===== src/lpm_rst_map.svh =====
/*
  Constants for the low-power mode and reset controller.
  Assumes inclusion by bare name from lpm_rst_pkg.sv and the controller.
*/
`ifndef LPM_RST_MAP_SVH
`define LPM_RST_MAP_SVH

// ----------------------------------------------------------------------------
// Boot pin encodings
// ----------------------------------------------------------------------------
`define BOOT_PIN_FLASH     2'h0
`define BOOT_PIN_SYSMEM    2'h1
`define BOOT_PIN_SRAM      2'h3

// ----------------------------------------------------------------------------
// Clock source encodings
// ----------------------------------------------------------------------------
`define CLK_SRC_FAST_RC    2'h0
`define CLK_SRC_CRYSTAL    2'h1
`define CLK_SRC_PLL        2'h2

// ----------------------------------------------------------------------------
// Widths and counts
// ----------------------------------------------------------------------------
`define PIN_LINE_COUNT     16
`define RST_STRETCH_CYC    4

`endif


===== src/lpm_rst_pkg.sv =====
/*
  Types shared by the low-power mode and reset controller.
  Assumes the map header is on the include path.
*/
package lpm_rst_pkg;
  `include "lpm_rst_map.svh"

  typedef enum logic [1:0] {
    BOOT_FLASH,
    BOOT_SYSMEM,
    BOOT_SRAM
  } boot_src_t;

  typedef enum logic [1:0] {
    PM_RUN,
    PM_SLEEP,
    PM_DEEP,
    PM_STANDBY
  } pm_state_t;
endpackage


===== src/lpm_rst_ctrl.sv =====
/*
  Power mode sequencer, reset generator and boot source latch.
  Assumes synchronous single-bit inputs on CLK_I from the core, the event
  lines, the supply supervisor, the watchdog and the pins.
*/
// Functional notes
// Sleep gates only core clock; peripherals run; any interrupt or event wakes.
// Deep-sleep stops core domain clocks, fast RC, crystal, PLL; retains state.
// Deep-sleep exits on any interrupt or external event line wake source.
// Every deep-sleep exit selects the internal fast RC as system clock.
// Standby powers off core domain and regulator, oscillators and PLL off.
// Standby wakes only on reset pin, RTC alarm, watchdog, wake pin rise.
// Three resets: power, system, backup; system spares debug and backup.
// Supply supervision always on; held in reset while supply is low.
// Low-voltage detector crossing raises a warning interrupt.
// Boot pins choose flash (default), system memory or SRAM.
// Boot pins sampled once at reset release; held until next reset.
`timescale 1ns/100ps
`include "lpm_rst_map.svh"

module lpm_rst_ctrl
  import lpm_rst_pkg::*;
#(
  parameter int LINES   = `PIN_LINE_COUNT,
  parameter int STRETCH = `RST_STRETCH_CYC
) (
  input  wire logic             CLK_I,
  input  wire logic             RST_I,
  input  wire logic             SLEEP_REQ_I,
  input  wire logic             DEEP_REQ_I,
  input  wire logic             STANDBY_REQ_I,
  input  wire logic [1:0]       CLK_SEL_I,
  input  wire logic             IRQ_PENDING_I,
  input  wire logic             EVENT_I,
  input  wire logic [LINES-1:0] PIN_LINES_I,
  input  wire logic             RTC_ALARM_I,
  input  wire logic             RTC_TAMPER_I,
  input  wire logic             SERIAL_WAKE_I,
  input  wire logic             CEC_WAKE_I,
  input  wire logic             LVD_OUT_I,
  input  wire logic             SUPPLY_LOW_I,
  input  wire logic             EXT_RESET_PIN_I,
  input  wire logic             WATCHDOG_RST_I,
  input  wire logic             WAKE_PIN_I,
  input  wire logic             BACKUP_RST_REQ_I,
  input  wire logic             SW_RST_REQ_I,
  input  wire logic [1:0]       BOOT_PINS_I,
  output logic                  CORE_CLK_EN_O,
  output logic                  PERIPH_CLK_EN_O,
  output logic                  FAST_RC_EN_O,
  output logic                  CRYSTAL_EN_O,
  output logic                  PLL_EN_O,
  output logic [1:0]            SYS_CLK_SRC_O,
  output logic                  CORE_PWR_EN_O,
  output logic                  REGULATOR_EN_O,
  output logic                  RETAIN_O,
  output logic                  POWER_RST_O,
  output logic                  SYSTEM_RST_O,
  output logic                  BACKUP_RST_O,
  output logic                  LVD_IRQ_O,
  output logic [1:0]            BOOT_SRC_O,
  output logic [1:0]            PM_STATE_O
);

  initial begin
    if (LINES < 1 || STRETCH < 1 || STRETCH > 255) begin
      $error("lpm_rst_ctrl: bad parameter");
    end
  end

  // --------------------------------------------------------------------------
  // Wake decode
  // --------------------------------------------------------------------------
  pm_state_t  state_ff;
  pm_state_t  nxt_state;
  logic       wake_pin_ff;
  logic       lvd_ff;
  logic [7:0] stretch_ff;
  logic       boot_done_ff;

  // sleep wake
  wire sleep_wake = IRQ_PENDING_I | EVENT_I;
  // deep-sleep wake
  wire deep_wake  = IRQ_PENDING_I | (|PIN_LINES_I) | RTC_ALARM_I | LVD_OUT_I |
                    RTC_TAMPER_I | SERIAL_WAKE_I | CEC_WAKE_I;
  wire wake_rise  = WAKE_PIN_I & ~wake_pin_ff;
  // four standby sources
  wire stby_wake  = EXT_RESET_PIN_I | RTC_ALARM_I | WATCHDOG_RST_I | wake_rise;
  wire lvd_rise   = LVD_OUT_I & ~lvd_ff;

  // supply supervisor always active, forces power reset
  wire power_rst  = RST_I | SUPPLY_LOW_I;
  wire sys_cause  = EXT_RESET_PIN_I | WATCHDOG_RST_I | SW_RST_REQ_I;
  // Standby wake restarts a powered-down core, so it must start under reset
  wire sys_start  = sys_cause | (state_ff == PM_STANDBY && stby_wake);

  function automatic logic [1:0] boot_decode(input logic [1:0] pins);
    case (pins)
      `BOOT_PIN_SYSMEM: boot_decode = BOOT_SYSMEM;
      `BOOT_PIN_SRAM:   boot_decode = BOOT_SRAM;
      default:          boot_decode = BOOT_FLASH;
    endcase
  endfunction

  // --------------------------------------------------------------------------
  // Mode sequencer
  // --------------------------------------------------------------------------
  always_comb begin
    nxt_state = state_ff;
    case (state_ff)
      PM_RUN: begin
        if (STANDBY_REQ_I) begin
          nxt_state = PM_STANDBY;
        end else if (DEEP_REQ_I) begin
          nxt_state = PM_DEEP;
        end else if (SLEEP_REQ_I) begin
          nxt_state = PM_SLEEP;
        end
      end
      PM_SLEEP:   if (sleep_wake) nxt_state = PM_RUN;
      PM_DEEP:    if (deep_wake) nxt_state = PM_RUN;
      // Standby exit goes through a system reset
      PM_STANDBY: if (stby_wake) nxt_state = PM_RUN;
      default:    nxt_state = PM_RUN;
    endcase
  end

  always_ff @(posedge CLK_I) begin
    if (power_rst) begin
      state_ff <= PM_RUN;
    end else begin
      state_ff <= nxt_state;
    end
  end

  // --------------------------------------------------------------------------
  // Clock source: fast RC on power reset and after every deep-sleep exit
  // --------------------------------------------------------------------------
  always_ff @(posedge CLK_I) begin
    if (power_rst) begin
      SYS_CLK_SRC_O <= `CLK_SRC_FAST_RC;
    // force fast RC on deep exit
    end else if (state_ff == PM_DEEP && deep_wake) begin
      SYS_CLK_SRC_O <= `CLK_SRC_FAST_RC;
    end else if (state_ff == PM_RUN && nxt_state == PM_RUN) begin
      SYS_CLK_SRC_O <= CLK_SEL_I;
    end
  end

  // --------------------------------------------------------------------------
  // Clock and power enables
  // --------------------------------------------------------------------------
  // sleep gates core clock only
  wire core_clk  = (nxt_state == PM_RUN);
  // deep-sleep and standby stop domain clocks
  wire dom_on    = (nxt_state == PM_RUN) || (nxt_state == PM_SLEEP);
  // standby removes power
  wire pwr_on    = (nxt_state != PM_STANDBY);
  wire sel_xtal  = (CLK_SEL_I == `CLK_SRC_CRYSTAL);
  wire sel_pll   = (CLK_SEL_I == `CLK_SRC_PLL);

  always_ff @(posedge CLK_I) begin
    if (power_rst) begin
      CORE_CLK_EN_O   <= 1'b1;
      PERIPH_CLK_EN_O <= 1'b1;
      FAST_RC_EN_O    <= 1'b1;
      CRYSTAL_EN_O    <= 1'b0;
      PLL_EN_O        <= 1'b0;
      CORE_PWR_EN_O   <= 1'b1;
      REGULATOR_EN_O  <= 1'b1;
      RETAIN_O        <= 1'b0;
    end else begin
      CORE_CLK_EN_O   <= core_clk;
      PERIPH_CLK_EN_O <= dom_on;
      // oscillators off outside run and sleep
      FAST_RC_EN_O    <= dom_on;
      CRYSTAL_EN_O    <= dom_on & sel_xtal & ~(state_ff == PM_DEEP);
      PLL_EN_O        <= dom_on & sel_pll & ~(state_ff == PM_DEEP);
      CORE_PWR_EN_O   <= pwr_on;
      REGULATOR_EN_O  <= pwr_on;
      // retention in deep-sleep
      RETAIN_O        <= (nxt_state == PM_DEEP);
    end
  end

  // --------------------------------------------------------------------------
  // Resets
  // --------------------------------------------------------------------------
  // Stretch keeps the system reset visible for a fixed minimum width
  always_ff @(posedge CLK_I) begin
    if (power_rst) begin
      stretch_ff <= 8'(STRETCH);
    // system reset on pin, watchdog, software, standby exit
    end else if (sys_start) begin
      stretch_ff <= 8'(STRETCH);
    end else if (stretch_ff != 8'h00) begin
      stretch_ff <= stretch_ff - 8'h01;
    end
  end

  always_ff @(posedge CLK_I) begin
    wake_pin_ff  <= WAKE_PIN_I;
    lvd_ff       <= LVD_OUT_I;
    // reset held while supply low
    POWER_RST_O  <= power_rst;
    // system reset excludes backup and debug
    SYSTEM_RST_O <= power_rst | (stretch_ff != 8'h00) | sys_start;
    BACKUP_RST_O <= BACKUP_RST_REQ_I;
    PM_STATE_O   <= power_rst ? 2'(PM_RUN) : 2'(nxt_state);
  end

  // --------------------------------------------------------------------------
  // Low-voltage warning and boot source
  // --------------------------------------------------------------------------
  always_ff @(posedge CLK_I) begin
    if (power_rst) begin
      LVD_IRQ_O <= 1'b0;
    end else begin
      // warning pulse on threshold crossing
      LVD_IRQ_O <= lvd_rise;
    end
  end

  always_ff @(posedge CLK_I) begin
    if (SYSTEM_RST_O) begin
      boot_done_ff <= 1'b0;
    end else begin
      boot_done_ff <= 1'b1;
    end
  end

  always_ff @(posedge CLK_I) begin
    if (power_rst) begin
      BOOT_SRC_O <= BOOT_FLASH;
    // latch boot choice at release
    end else if (!SYSTEM_RST_O && !boot_done_ff) begin
      BOOT_SRC_O <= boot_decode(BOOT_PINS_I);
    end
  end

  // --------------------------------------------------------------------------
  // Checks
  // --------------------------------------------------------------------------
  property p_sleep_core_only;
    @(posedge CLK_I) disable iff (power_rst)
      state_ff == PM_SLEEP |-> !CORE_CLK_EN_O && PERIPH_CLK_EN_O;
  endproperty
  a_sleep_core_only: assert property (p_sleep_core_only) else $error("sleep gates periphs");

  property p_deep_clocks_off;
    @(posedge CLK_I) disable iff (power_rst)
      (state_ff == PM_DEEP && $past(state_ff) == PM_DEEP) |->
        !FAST_RC_EN_O && !CRYSTAL_EN_O && !PLL_EN_O && RETAIN_O;
  endproperty
  a_deep_clocks_off: assert property (p_deep_clocks_off) else $error("deep clocks on");

  property p_deep_wake;
    @(posedge CLK_I) disable iff (power_rst)
      (state_ff == PM_DEEP && deep_wake) |=> state_ff == PM_RUN;
  endproperty
  a_deep_wake: assert property (p_deep_wake) else $error("deep wake missed");

  property p_deep_exit_rc;
    @(posedge CLK_I) disable iff (power_rst)
      (state_ff == PM_DEEP && deep_wake) |=> SYS_CLK_SRC_O == `CLK_SRC_FAST_RC;
  endproperty
  a_deep_exit_rc: assert property (p_deep_exit_rc) else $error("deep exit not fast RC");

  property p_standby_off;
    @(posedge CLK_I) disable iff (power_rst)
      state_ff == PM_STANDBY |-> !CORE_PWR_EN_O && !REGULATOR_EN_O;
  endproperty
  a_standby_off: assert property (p_standby_off) else $error("standby powered");

  property p_standby_stay;
    @(posedge CLK_I) disable iff (power_rst)
      (state_ff == PM_STANDBY && !stby_wake) |=> state_ff == PM_STANDBY;
  endproperty
  a_standby_stay: assert property (p_standby_stay) else $error("standby left");

  property p_sys_rst;
    @(posedge CLK_I) disable iff (power_rst)
      sys_cause |=> SYSTEM_RST_O ##1 SYSTEM_RST_O;
  endproperty
  a_sys_rst: assert property (p_sys_rst) else $error("system reset missing");

  property p_supply_hold;
    @(posedge CLK_I) SUPPLY_LOW_I |=> POWER_RST_O && SYSTEM_RST_O;
  endproperty
  a_supply_hold: assert property (p_supply_hold) else $error("no reset on low supply");

  property p_lvd_irq;
    @(posedge CLK_I) disable iff (power_rst)
      lvd_rise |=> LVD_IRQ_O;
  endproperty
  a_lvd_irq: assert property (p_lvd_irq) else $error("lvd irq missing");

  property p_boot_hold;
    @(posedge CLK_I) disable iff (power_rst)
      (boot_done_ff && $past(boot_done_ff)) |-> $stable(BOOT_SRC_O);
  endproperty
  a_boot_hold: assert property (p_boot_hold) else $error("boot source moved");

endmodule // lpm_rst_ctrl


===== config.mk =====
export PLATFORM = sky130hd
export DESIGN_NAME = lpm_rst_ctrl
export DESIGN_NICKNAME = d
export VERILOG_FILES = /design/src/lpm_rst_pkg.sv /design/src/lpm_rst_ctrl.sv
export VERILOG_INCLUDE_DIRS = /design/src
export SDC_FILE = /design/constraint.sdc
export NUM_CORES = 1
export LEC_CHECK = 0
export BUFFER_PORTS_ARGS = -buffer_cell sky130_fd_sc_hd__buf_2
export CORE_ASPECT_RATIO = 1.75
export CORE_MARGIN = 4
export CORE_UTILIZATION = 40
export CTS_CLUSTER_DIAMETER = 30
export DETAILED_ROUTE_END_ITERATION = 6
export HOLD_SLACK_MARGIN = 0.08
export PLACE_DENSITY = 0.77
export SYNTH_ARGS = -nofsm -noshare
export SYNTH_HDL_FRONTEND = slang
export SYNTH_SLANG_ARGS = --single-unit

===== constraint.sdc =====
create_clock -name CLK_I -period 4.1 [get_ports CLK_I]
set_clock_uncertainty 0.15 [all_clocks]
set_input_delay 0.615 -clock CLK_I [delete_from_list [all_inputs] [get_ports CLK_I]]
set_output_delay 0.615 -clock CLK_I [all_outputs]
set_load 0.02 [all_outputs]

# Word-level counts from Yosys, hierarchy flattened
# Index checks and enable logic that the tools add are counted.
word_totals:
  register_bits: 27
  inputBits: 38
  output_inout_bits: 18
  word_cells: 75
classes:
  addsub: 1
  n_eq_ne: 10
  muxes: 9
  bitwise: 25
  n_reduce_logical: 13
ops:
  columns: ["cell", "count"]
  rows:
  - ["$or 1x1->1", 16]
  - ["$reduce_or 16->1", 1]
  - ["$mux 2", 6]
  - ["$eq 2x2->1 const B", 5]
  - ["$eq 2x1->1 const B", 4]
  - ["$pmux 2 s4", 1]
  - ["$reduce_bool 8->1", 1]
  - ["$sub 8x1->8 const B", 1]
  - ["$and 1x1->1", 6]
  - ["$logic_and 1x1->1", 4]
  - ["$logic_not 2->1", 2]
  - ["$pmux 2 s2", 1]
  - ["$reduce_or 2->1", 2]
  - ["$not 1->1", 3]
  - ["$logic_not 1->1", 2]
  - ["$ne 2x2->1 const B", 1]
  - ["$logic_or 1x1->1", 1]
  - ["$mux 1", 1]

# Depth between registers and ports, before layout
# Gate-level depths: netlist of the first run.
logic_depth:
  ltp_word: 13
  ltp_mapped: 6
  mapped_depth_nobuf: 6

# Worst setup path before layout of the first run
# Ideal clock, no wire load.
synth_path:
  path_type: "in2reg"
  from: "input PIN_LINES_I[7]"
  to: "register REGULATOR_EN_O"
  setup_time_ps: 133
  arrival_time_ps: 1601
  t_required_ps: 3817
  slack_ps: 2216
  stages: 4
  n_path_buf: 0
  cell_sequence: "or4_4 > nor3_2 > and4b_4 > o211ai_1"
synth_between:
  elab_chain_len: 10
synth_rtl:
  columns: ["item", "line_no", "text"]
  rows:
  - ["start: declaration", "lpm_rst_ctrl.sv:35", "input wire logic [LINES-1:0] PIN_LINES_I,"]
  - ["$reduce_or 16->1", "lpm_rst_ctrl.sv:84", "wire deep_wake = IRQ_PENDING_I | (|PIN_LINES_I) | RTC_ALARM_I | LVD_OUT_I |"]
  - ["$or 1x1->1 (4 in series)", "lpm_rst_ctrl.sv:84", null]
  - ["$or 1x1->1 (2 in series)", "lpm_rst_ctrl.sv:85", "RTC_TAMPER_I | SERIAL_WAKE_I | CEC_WAKE_I;"]
  - ["$mux 2", "lpm_rst_ctrl.sv:121", "PM_DEEP: if (deep_wake) nxt_state = PM_RUN;"]
  - ["$pmux 2 s4", "lpm_rst_ctrl.sv:110", "case (state_ff)"]
  - ["$ne 2x2->1", "lpm_rst_ctrl.sv:158", "wire pwr_on = (nxt_state != PM_STANDBY);"]
  - ["end signal: assignment", "lpm_rst_ctrl.sv:180", "REGULATOR_EN_O <= pwr_on;"]
  - ["end: declaration", "lpm_rst_ctrl.sv:55", "output logic REGULATOR_EN_O,"]
# Every way passes these cells.
# A chain may end at the register's enable or synchronous reset.

# Worst setup path after layout of the first run
layout_path:
  from: "input RTC_ALARM_I"
  to: "register SYSTEM_RST_O"
layout_between:
  elab_chain_len: 6
layout_rtl:
  columns: ["item", "line_no", "text"]
  rows:
  - ["start: declaration", "lpm_rst_ctrl.sv:36", "input wire logic RTC_ALARM_I,"]
  - ["$or 1x1->1 (3 in series)", "lpm_rst_ctrl.sv:88", "wire stby_wake = EXT_RESET_PIN_I | RTC_ALARM_I | WATCHDOG_RST_I | wake_rise;"]
  - ["$logic_and 1x1->1", "lpm_rst_ctrl.sv:95", "wire sys_start = sys_cause | (state_ff == PM_STANDBY && stby_wake);"]
  - ["$or 1x1->1", "lpm_rst_ctrl.sv:95", null]
  - ["$or 1x1->1", "lpm_rst_ctrl.sv:207", "SYSTEM_RST_O <= power_rst | (stretch_ff != 8'h00) | sys_start;"]
  - ["end signal: assignment", "lpm_rst_ctrl.sv:207", null]
  - ["end: declaration", "lpm_rst_ctrl.sv:58", "output logic SYSTEM_RST_O,"]
# Every way passes these cells.

==> Flow_metrics.wiki, run 1 <==
{| class="wikitable"
! Metric !! Value
|-
| Critical-path maximum fanout || 9
|-
| Sinks on Clock Net || 27
|-
| EDFF count, synth || 0
|-
| Gates resized, CTS repair || 0
|-
| Number of levels in the clock H-tree || 1
|-
| Horizontal die dimension || 48.47 um
|-
| Die height || a little under 80 um
|-
| Syn avg cell area || approximately 10 um2
|-
| Number of ports placed on the die boundary || 56
|-
| Via count of the first global-routing pass || ~1,000
|-
| Highest ir drop seen on vdd || around 0.22 mV
|-
| Total count of hold-check failures in the final report || 0
|-
| Overall track demand over capacity in global routing || 0.1265
|-
| Count of hold-fix buffers inserted at cts || 0
|-
| Headroom to the max-slew limit || 0.7559
|-
| Synthesis-stage register bit count || 27
|-
| Antenna violations before repair || 0
|-
| Final Max Tran Viols || 0
|-
| Register Area || 540.5 um2
|-
| Post-route total power || 478.4 uW
|-
| Fraction of registers with async set/reset || 0
|-
| Startpoint of the worst hold path || lvd_ff$_DFF_P_
|-
| Critical path launch point type || primary input
|-
| Critical path class || primary input to register
|-
| Antenna violation net count after detailed routing || 0
|-
| First-pass detailed-route iteration total || 4
|-
| Non-filler cells, final || 196
|-
| Worst path arrival time || 1840 ps
|-
| Status || finished clean
|-
| Pwr Density || 324.0 nW/um2
|-
| Clock period minus final worst setup slack || around 1800 ps
|-
| Critical Path Start || RTC_ALARM_I
|-
| Leak Pwr || ~0.00063 uW
|-
| Dominant cell type by area after synthesis || dfxtp_1
|-
| Endpoint type of the worst setup path || register
|-
| Number of vias after detailed routing || 1,061
|-
| Share of the synthesized area in the top cell type || 0.4716
|-
| Skew-Pair Late Insertion Delay || 260 ps
|-
| Number of buffers inserted during clock tree synthesis || 3
|-
| Cell Count Post-Placement || 192
|-
| Residual DRC count || 0
|-
| Highest clock frequency the design can meet || around 0.54 GHz
|-
| Total number of nets in the final design || 209
|-
| Clock Root Buffer || clkbuf_8
|-
| Count of standard-cell rows || 25
|-
| Layout filler cell count || between 200 and 300
|-
| Setup ws final || 2264 ps
|-
| PortBufs || 55
|-
| Post-placement setup slack || 1993 ps
|-
| Setup_tns || 0 ps
|-
| RSZ-0062 raised after global routing || no
|-
| Max-capacitance violation count || 0
|-
| Maximum number of buffers from clock root to sink || 2
|-
| Floorplan core area || 2721 um2
|-
| Maximum number of pins on one net before global-route repair || 15
|-
| Mapped Cells || approximately 110
|-
| TritonCTS clock tree || done
|-
| Transition time at the pin with the least slew margin || 363.9 ps
|-
| Top flip-flop cell by instance count after synthesis || dfxtp_1
|-
| Total nets after synthesis || 153
|-
| Effective utilization at floorplan || 0.4211
|-
| Required arrival time at the worst endpoint || 4100 ps
|-
| Aggregate routed wire length || 2499 um
|-
| Number of distinct library cell variants in the gate-level netlist after synthesis || 46
|-
| Reg-to-reg critical path startpoint || stretch_ff[0]$_SDFFE_PP0P_
|-
| Layout cells sized above 1 || 0.4320
|-
| Clock slew at reported path FFs || about 80 ps
|-
| Global-route wire length before repair || around 4000 um
|-
| Sequential share of the synthesized area || 0.4716
|-
| Die area || ~3800 um2
|-
| Number of buffers inserted to repair setup after CTS || 0
|-
| Wire length per cell after detailed routing || about 13 um
|-
| Layout Area Growth over Synthesis || 28.82%
|-
| Via density per instance || 5.413
|-
| Total area of multi-input combinational cells || between 500 and 600 um2
|-
| Post-route fraction of the period consumed by the critical path || 0.4477
|-
| Top post-synthesis cells by area || dfxtp_1 47%, nor2_1 3.3%, nor4_1 2.7%, a21oi_1 2.6%, mux2i_1 2.6%
|-
| Final setup vio count || 0
|-
| Detailed router's first-iteration violation count || 11
|-
| Total standard cell area after synthesis || 1146 um2
|-
| Placed wire-length estimate after detailed placement || 2109 um
|-
| Hold Path Class || register to register
|-
| Congestion Overflow GR || 0
|-
| Number of antenna cells inserted || 0
|-
| Synth warn || 0
|-
| Routability congestion estimate || 0.7618
|}
layout make-up:
cell class              count  share of cell area
multi-input cells          79              0.3839
well taps                  27             0.02288
clock buffers               4             0.03051
inverters                   4             0.01017
repair buffers             55              0.1864
flip-flops and latches     27              0.3661
metal layers:
layer,vias up,GRT usage,part of all wire
met1,480,0.1138,0.38
met4,0,0.07547,0.032
met2,45,0.2408,0.51
li1,527,-,-
met5,-,0,0
met3,9,0.03377,0.082
critical path: stages:
cell and delay [ps]:
buf_2 110, or3_4 390, nor2_1 230, o21ai_2 180, or2_2 320
power breakdown:
part	leakage [uW]	internal (uW)	switching (uW)	total (uW)
Clock	0.0000228	69.4	74.1	143
Sequential	0.000220	269	4.87	274
Combinational	0.000386	29.8	31.4	61.2
Total	0.000629	368	110	478
layout by cell type, fill, tap and decap left out, drive strengths merged, types with 2 or more instances in the layout:
master,count
a211oi,3
a21o,3
a21oi,6
buf,55
clkbuf,4
dfxtp,27
inv,4
mux2i,3
nand2,3
nand2b,3
nand3,2
nor2,11
nor3,5
nor3b,4
nor4,6
o21ai,4
o31ai,2
or4,2
xnor2,3
synthesized netlist by cell type, types with 2 or more instances:
cell type and number:
nand2b_1 3, a21o_1 2, dfxtp_1 27, a21oi_1 6, nor3b_1 3, or4_4 2
mux2i_1 3, inv_1 3, a211oi_1 3, o21ai_0 3, nand3_1 2, nor3_1 4
o31ai_1 2, buf_4 2, nand2_1 3, xnor2_1 3, nor2_1 10, nor4_1 5
cell families (layout without fill, tap and decap cells):
family | count (synthesis) | after routing | share of synthesized area
muxes | 3 | 3 | 0.02620
AOI/OAI and AO/OA | 25 | 25 | 0.1561
adders and majority gates | 1 | 1 | 0.01092
buffers and inverters | 8 | 63 | 0.03383
and+or+nand+nor | 46 | 46 | 0.2708
DFF | 27 | 27 | 0.4716
xor gates and xnor gates | 4 | 4 | 0.03057
through the flow:
| step | utilization | hold slack (ps) | instance area (um2) |
|---|---|---|---|
| 2_1_floorplan | - | 222.9 | 1146 |
| 3_3_place_gp | 0.5260 | 227.6 | 1431 |
| 3_5_place_dp | 0.5260 | 241.2 | 1431 |
| 4_1_cts | 0.5425 | 255.1 | 1476 |
| 5_1_grt | 0.5425 | 281.0 | 1476 |
| 6_report | 0.5425 | 248.5 | 1476 |
sequential cells by signal (all words and copies together) (netlist names), 2 cells and up:
name and cells:
BOOT_SRC_O 2, stretch_ff 8, PM_STATE_O 2, SYS_CLK_SRC_O 2
path summary, 6_finish.rpt:
path                                              to  slack [ps]  depth (start not counted)
worst max-delay path            SYSTEM_RST_O$_DFF_P_        2260                          5
worst max register to register  SYSTEM_RST_O$_DFF_P_        2340                          5
worst min register to register  LVD_IRQ_O$_SDFF_PP0_         250                          1
worst min-delay path            LVD_IRQ_O$_SDFF_PP0_         250                          1
Note: power is estimated with default switching activity, not from simulation.
==> inputs of run 2 (changes only) <==
- PLACE_DENSITY: 0.77 -> 0.8
- clock period: 4.1 -> 1.59 ns (I/O delays scaled with it)
==> Flow_metrics.wiki, run 2 (synthesis gave the netlist of run 1 again) <==
{| class="wikitable"
! Metric !! Value
|-
| Count of standard-cell rows || 25
|-
| Flip-flop count of the largest register after layout || 8
|-
| Antenna violations before repair || 0
|-
| TritonCTS clock tree || done
|-
| Non-filler cells, final || 214
|-
| Horizontal die dimension || 48.47 um
|-
| Die height || ~80 um
|-
| Buf/Inv on CP || 2
|-
| Layout cells sized above 1 || 0.4973
|-
| Highest routed layer || met4
|-
| Worst-path cell chain || inv_1 > ha_2 > nor3b_4 > nand3_2 > buf_4 > nor2_1 > a211oi_2
|-
| Number of levels in the clock H-tree || 1
|-
| Congestion Overflow GR || 0
|-
| First-pass detailed-route iteration total || 4
|-
| Critical path class || register to register
|-
| Clock slew at reported path FFs || 90 ps
|-
| Max-capacitance violation count || 0
|-
| RSZ-0062 raised after global routing || yes
|-
| Global-route wire length before repair || 5043 um
|-
| Via count of the first global-routing pass || 1,175
|-
| Post-route cell area || 1665 um2
|-
| Total count of hold-check failures in the final report || 0
|-
| Number of ports placed on the die boundary || 56
|-
| Internal reg-to-reg setup slack || 9 ps
|-
| Required arrival time at the worst endpoint || around 1600 ps
|-
| PortBufs || 55
|-
| Via density per instance || 5.416
|-
| Number of logic stages on the critical path including buffering || 7
|-
| Total number of nets in the final design || 227
|-
| Post-detailed-placement cell area || 1520 um2
|-
| Cell Count Post-Placement || 203
|-
| Pwr Density || 773.8 nW/um2
|-
| Endpoint type of the worst setup path || register
|-
| Worst reg2reg path depth || 7
|-
| Layout filler cell count || 244
|-
| Effective utilization at floorplan || 0.4211
|-
| Skew-Pair Late Insertion Delay || 270 ps
|-
| Leak Pwr || 0.0007154 uW
|-
| Aggregate routed wire length || approximately 3000 um
|-
| Clock Root Buffer || clkbuf_8
|-
| Number of buffers inserted during clock tree synthesis || 3
|-
| Highest clock frequency the design can meet || 0.6327 GHz
|-
| Most flops, register || stretch_ff
|-
| Leading cell types in the layout, fill and taps excluded || 55 x buf_2, 24 x dfxtp_1, 12 x buf_4
|-
| Wire length per cell after detailed routing || 14.07 um
|-
| Placed wire-length estimate after detailed placement || 2447 um
|-
| Transition time at the pin with the least slew margin || approximately 360 ps
|-
| Routability congestion estimate || 0.8399
|-
| Post-route fraction of the period consumed by the critical path || 0.9941
|-
| Antenna violation net count after detailed routing || 0
|-
| Critical-path maximum fanout || 3
|-
| Sinks on Clock Net || 27
|-
| Clock period minus final worst setup slack || 1581 ps
|-
| Critical path launch point type || register
|-
| Util after Layout || 0.6120
|-
| Floorplan core area || around 2700 um2
|-
| Worst path slowest cell || dfxtp_2
|-
| Setup_tns || 0 ps
|-
| Maximum number of pins on one net before global-route repair || 17
|-
| Overall track demand over capacity in global routing || 0.1614
|-
| Met3 layer wire length in the routed design || between 200 and 300 um
|-
| Number of cells on the worst hold path || 3
|-
| Most common cell after layout, fill and taps aside || buf_2
|-
| Detailed-routed wire length on met2 || 1723 um
|-
| Die area || 3820 um2
|-
| Largest incremental delay on the critical path || 340 ps
|-
| Final Hold Slack || 84.63 ps
|-
| Maximum number of buffers from clock root to sink || 2
|-
| Met1 wire length || ~1000 um
|-
| Residual DRC count || 0
|-
| Headroom to the max-slew limit || 0.7598
|-
| Status || finished clean
|-
| Highest ir drop seen on vdd || 0.5878 mV
|-
| Layout Area Growth over Synthesis || 45.31%
|-
| Worst path arrival time || 1590 ps
|-
| Number of antenna cells inserted || 0
|-
| Final Max Tran Viols || 0
|-
| Final setup vio count || 0
|-
| Number of vias after detailed routing || between 1,000 and 1,500
|-
| Gate family responsible for the most delay along the worst path || simple AND/OR/NAND/NOR gates
|-
| Hold Path Class || primary input to register
|-
| Detailed router's first-iteration violation count || 16
|}
==> run 2: cell types whose count changed in the layout (fill, tap and decap cells not counted), sizes merged <==
| cell | previous run | this run |
|---|---|---|
| clkbuf | 4 | 3 |
| dlygate4sd3 | 0 | 6 |
| buf | 55 | 67 |
| clkinvlp | 0 | 1 |
==> run 2: power breakdown <==
part | switching, uW | total, uW | internal (uW)
Combinational | 92.5 | 194 | 101
Clock | 213 | 391 | 178
Sequential | 10.5 | 704 | 694
Total | 316 | 1290 | 973
==> run 2: layer usage <==
layer | global-route usage | vias to the layer above
met5 | 0 | -
met2 | 0.3207 | 45
li1 | - | 564
met3 | 0.05253 | 4
met4 | 0.07278 | 0
met1 | 0.1376 | 546
==> run 2: path summary, 6_finish.rpt <==
path / startpoint / to
worst max-delay path: stretch_ff[0]$_SDFFE_PP0P_ / stretch_ff[1]$_SDFFE_PP0P_
worst min register to register: lvd_ff$_DFF_P_ / LVD_IRQ_O$_SDFF_PP0_
worst min-delay path: BOOT_PINS_I[1] / BOOT_SRC_O[1]$_SDFFE_PP0P_
worst max register to register: stretch_ff[0]$_SDFFE_PP0P_ / stretch_ff[1]$_SDFFE_PP0P_
==> run 2: repair_timing <==
item,in CTS,in global routing
pin swaps,0,2
endpoints found under the setup margin,1,7
setup buffers,0,1
hold buffers,6,0
resized for setup,1,8
gates cloned,0,0
endpoints found under the hold margin,6,0
==> run 2: final cells by class <==
type                       count  area (um2)  share of cell area
multi-input combinational     79       598.1              0.3591
sequential                    27       544.3              0.3268
timing repair buffer          73       425.4              0.2554
clock buffer                   3       41.29             0.02479
tap                           27       33.78             0.02029
inverter                       4       15.01            0.009016
clock inverter                 1       7.507            0.004508
==> run 2: tightest hold or removal path: stages <==
cell     delay [ps]
buf_2           100
nand3_1          70
a21oi_1          60
==> run 2: stage by stage <==
stage	power (uW)	setup slack (ps)
after global routing	1339	-86.30
after detailed placement	899.4	-108.3
final	1289	9.357
after floorplan	807.4	19.97
after CTS	1294	6.750
after global placement	893.2	-49.95
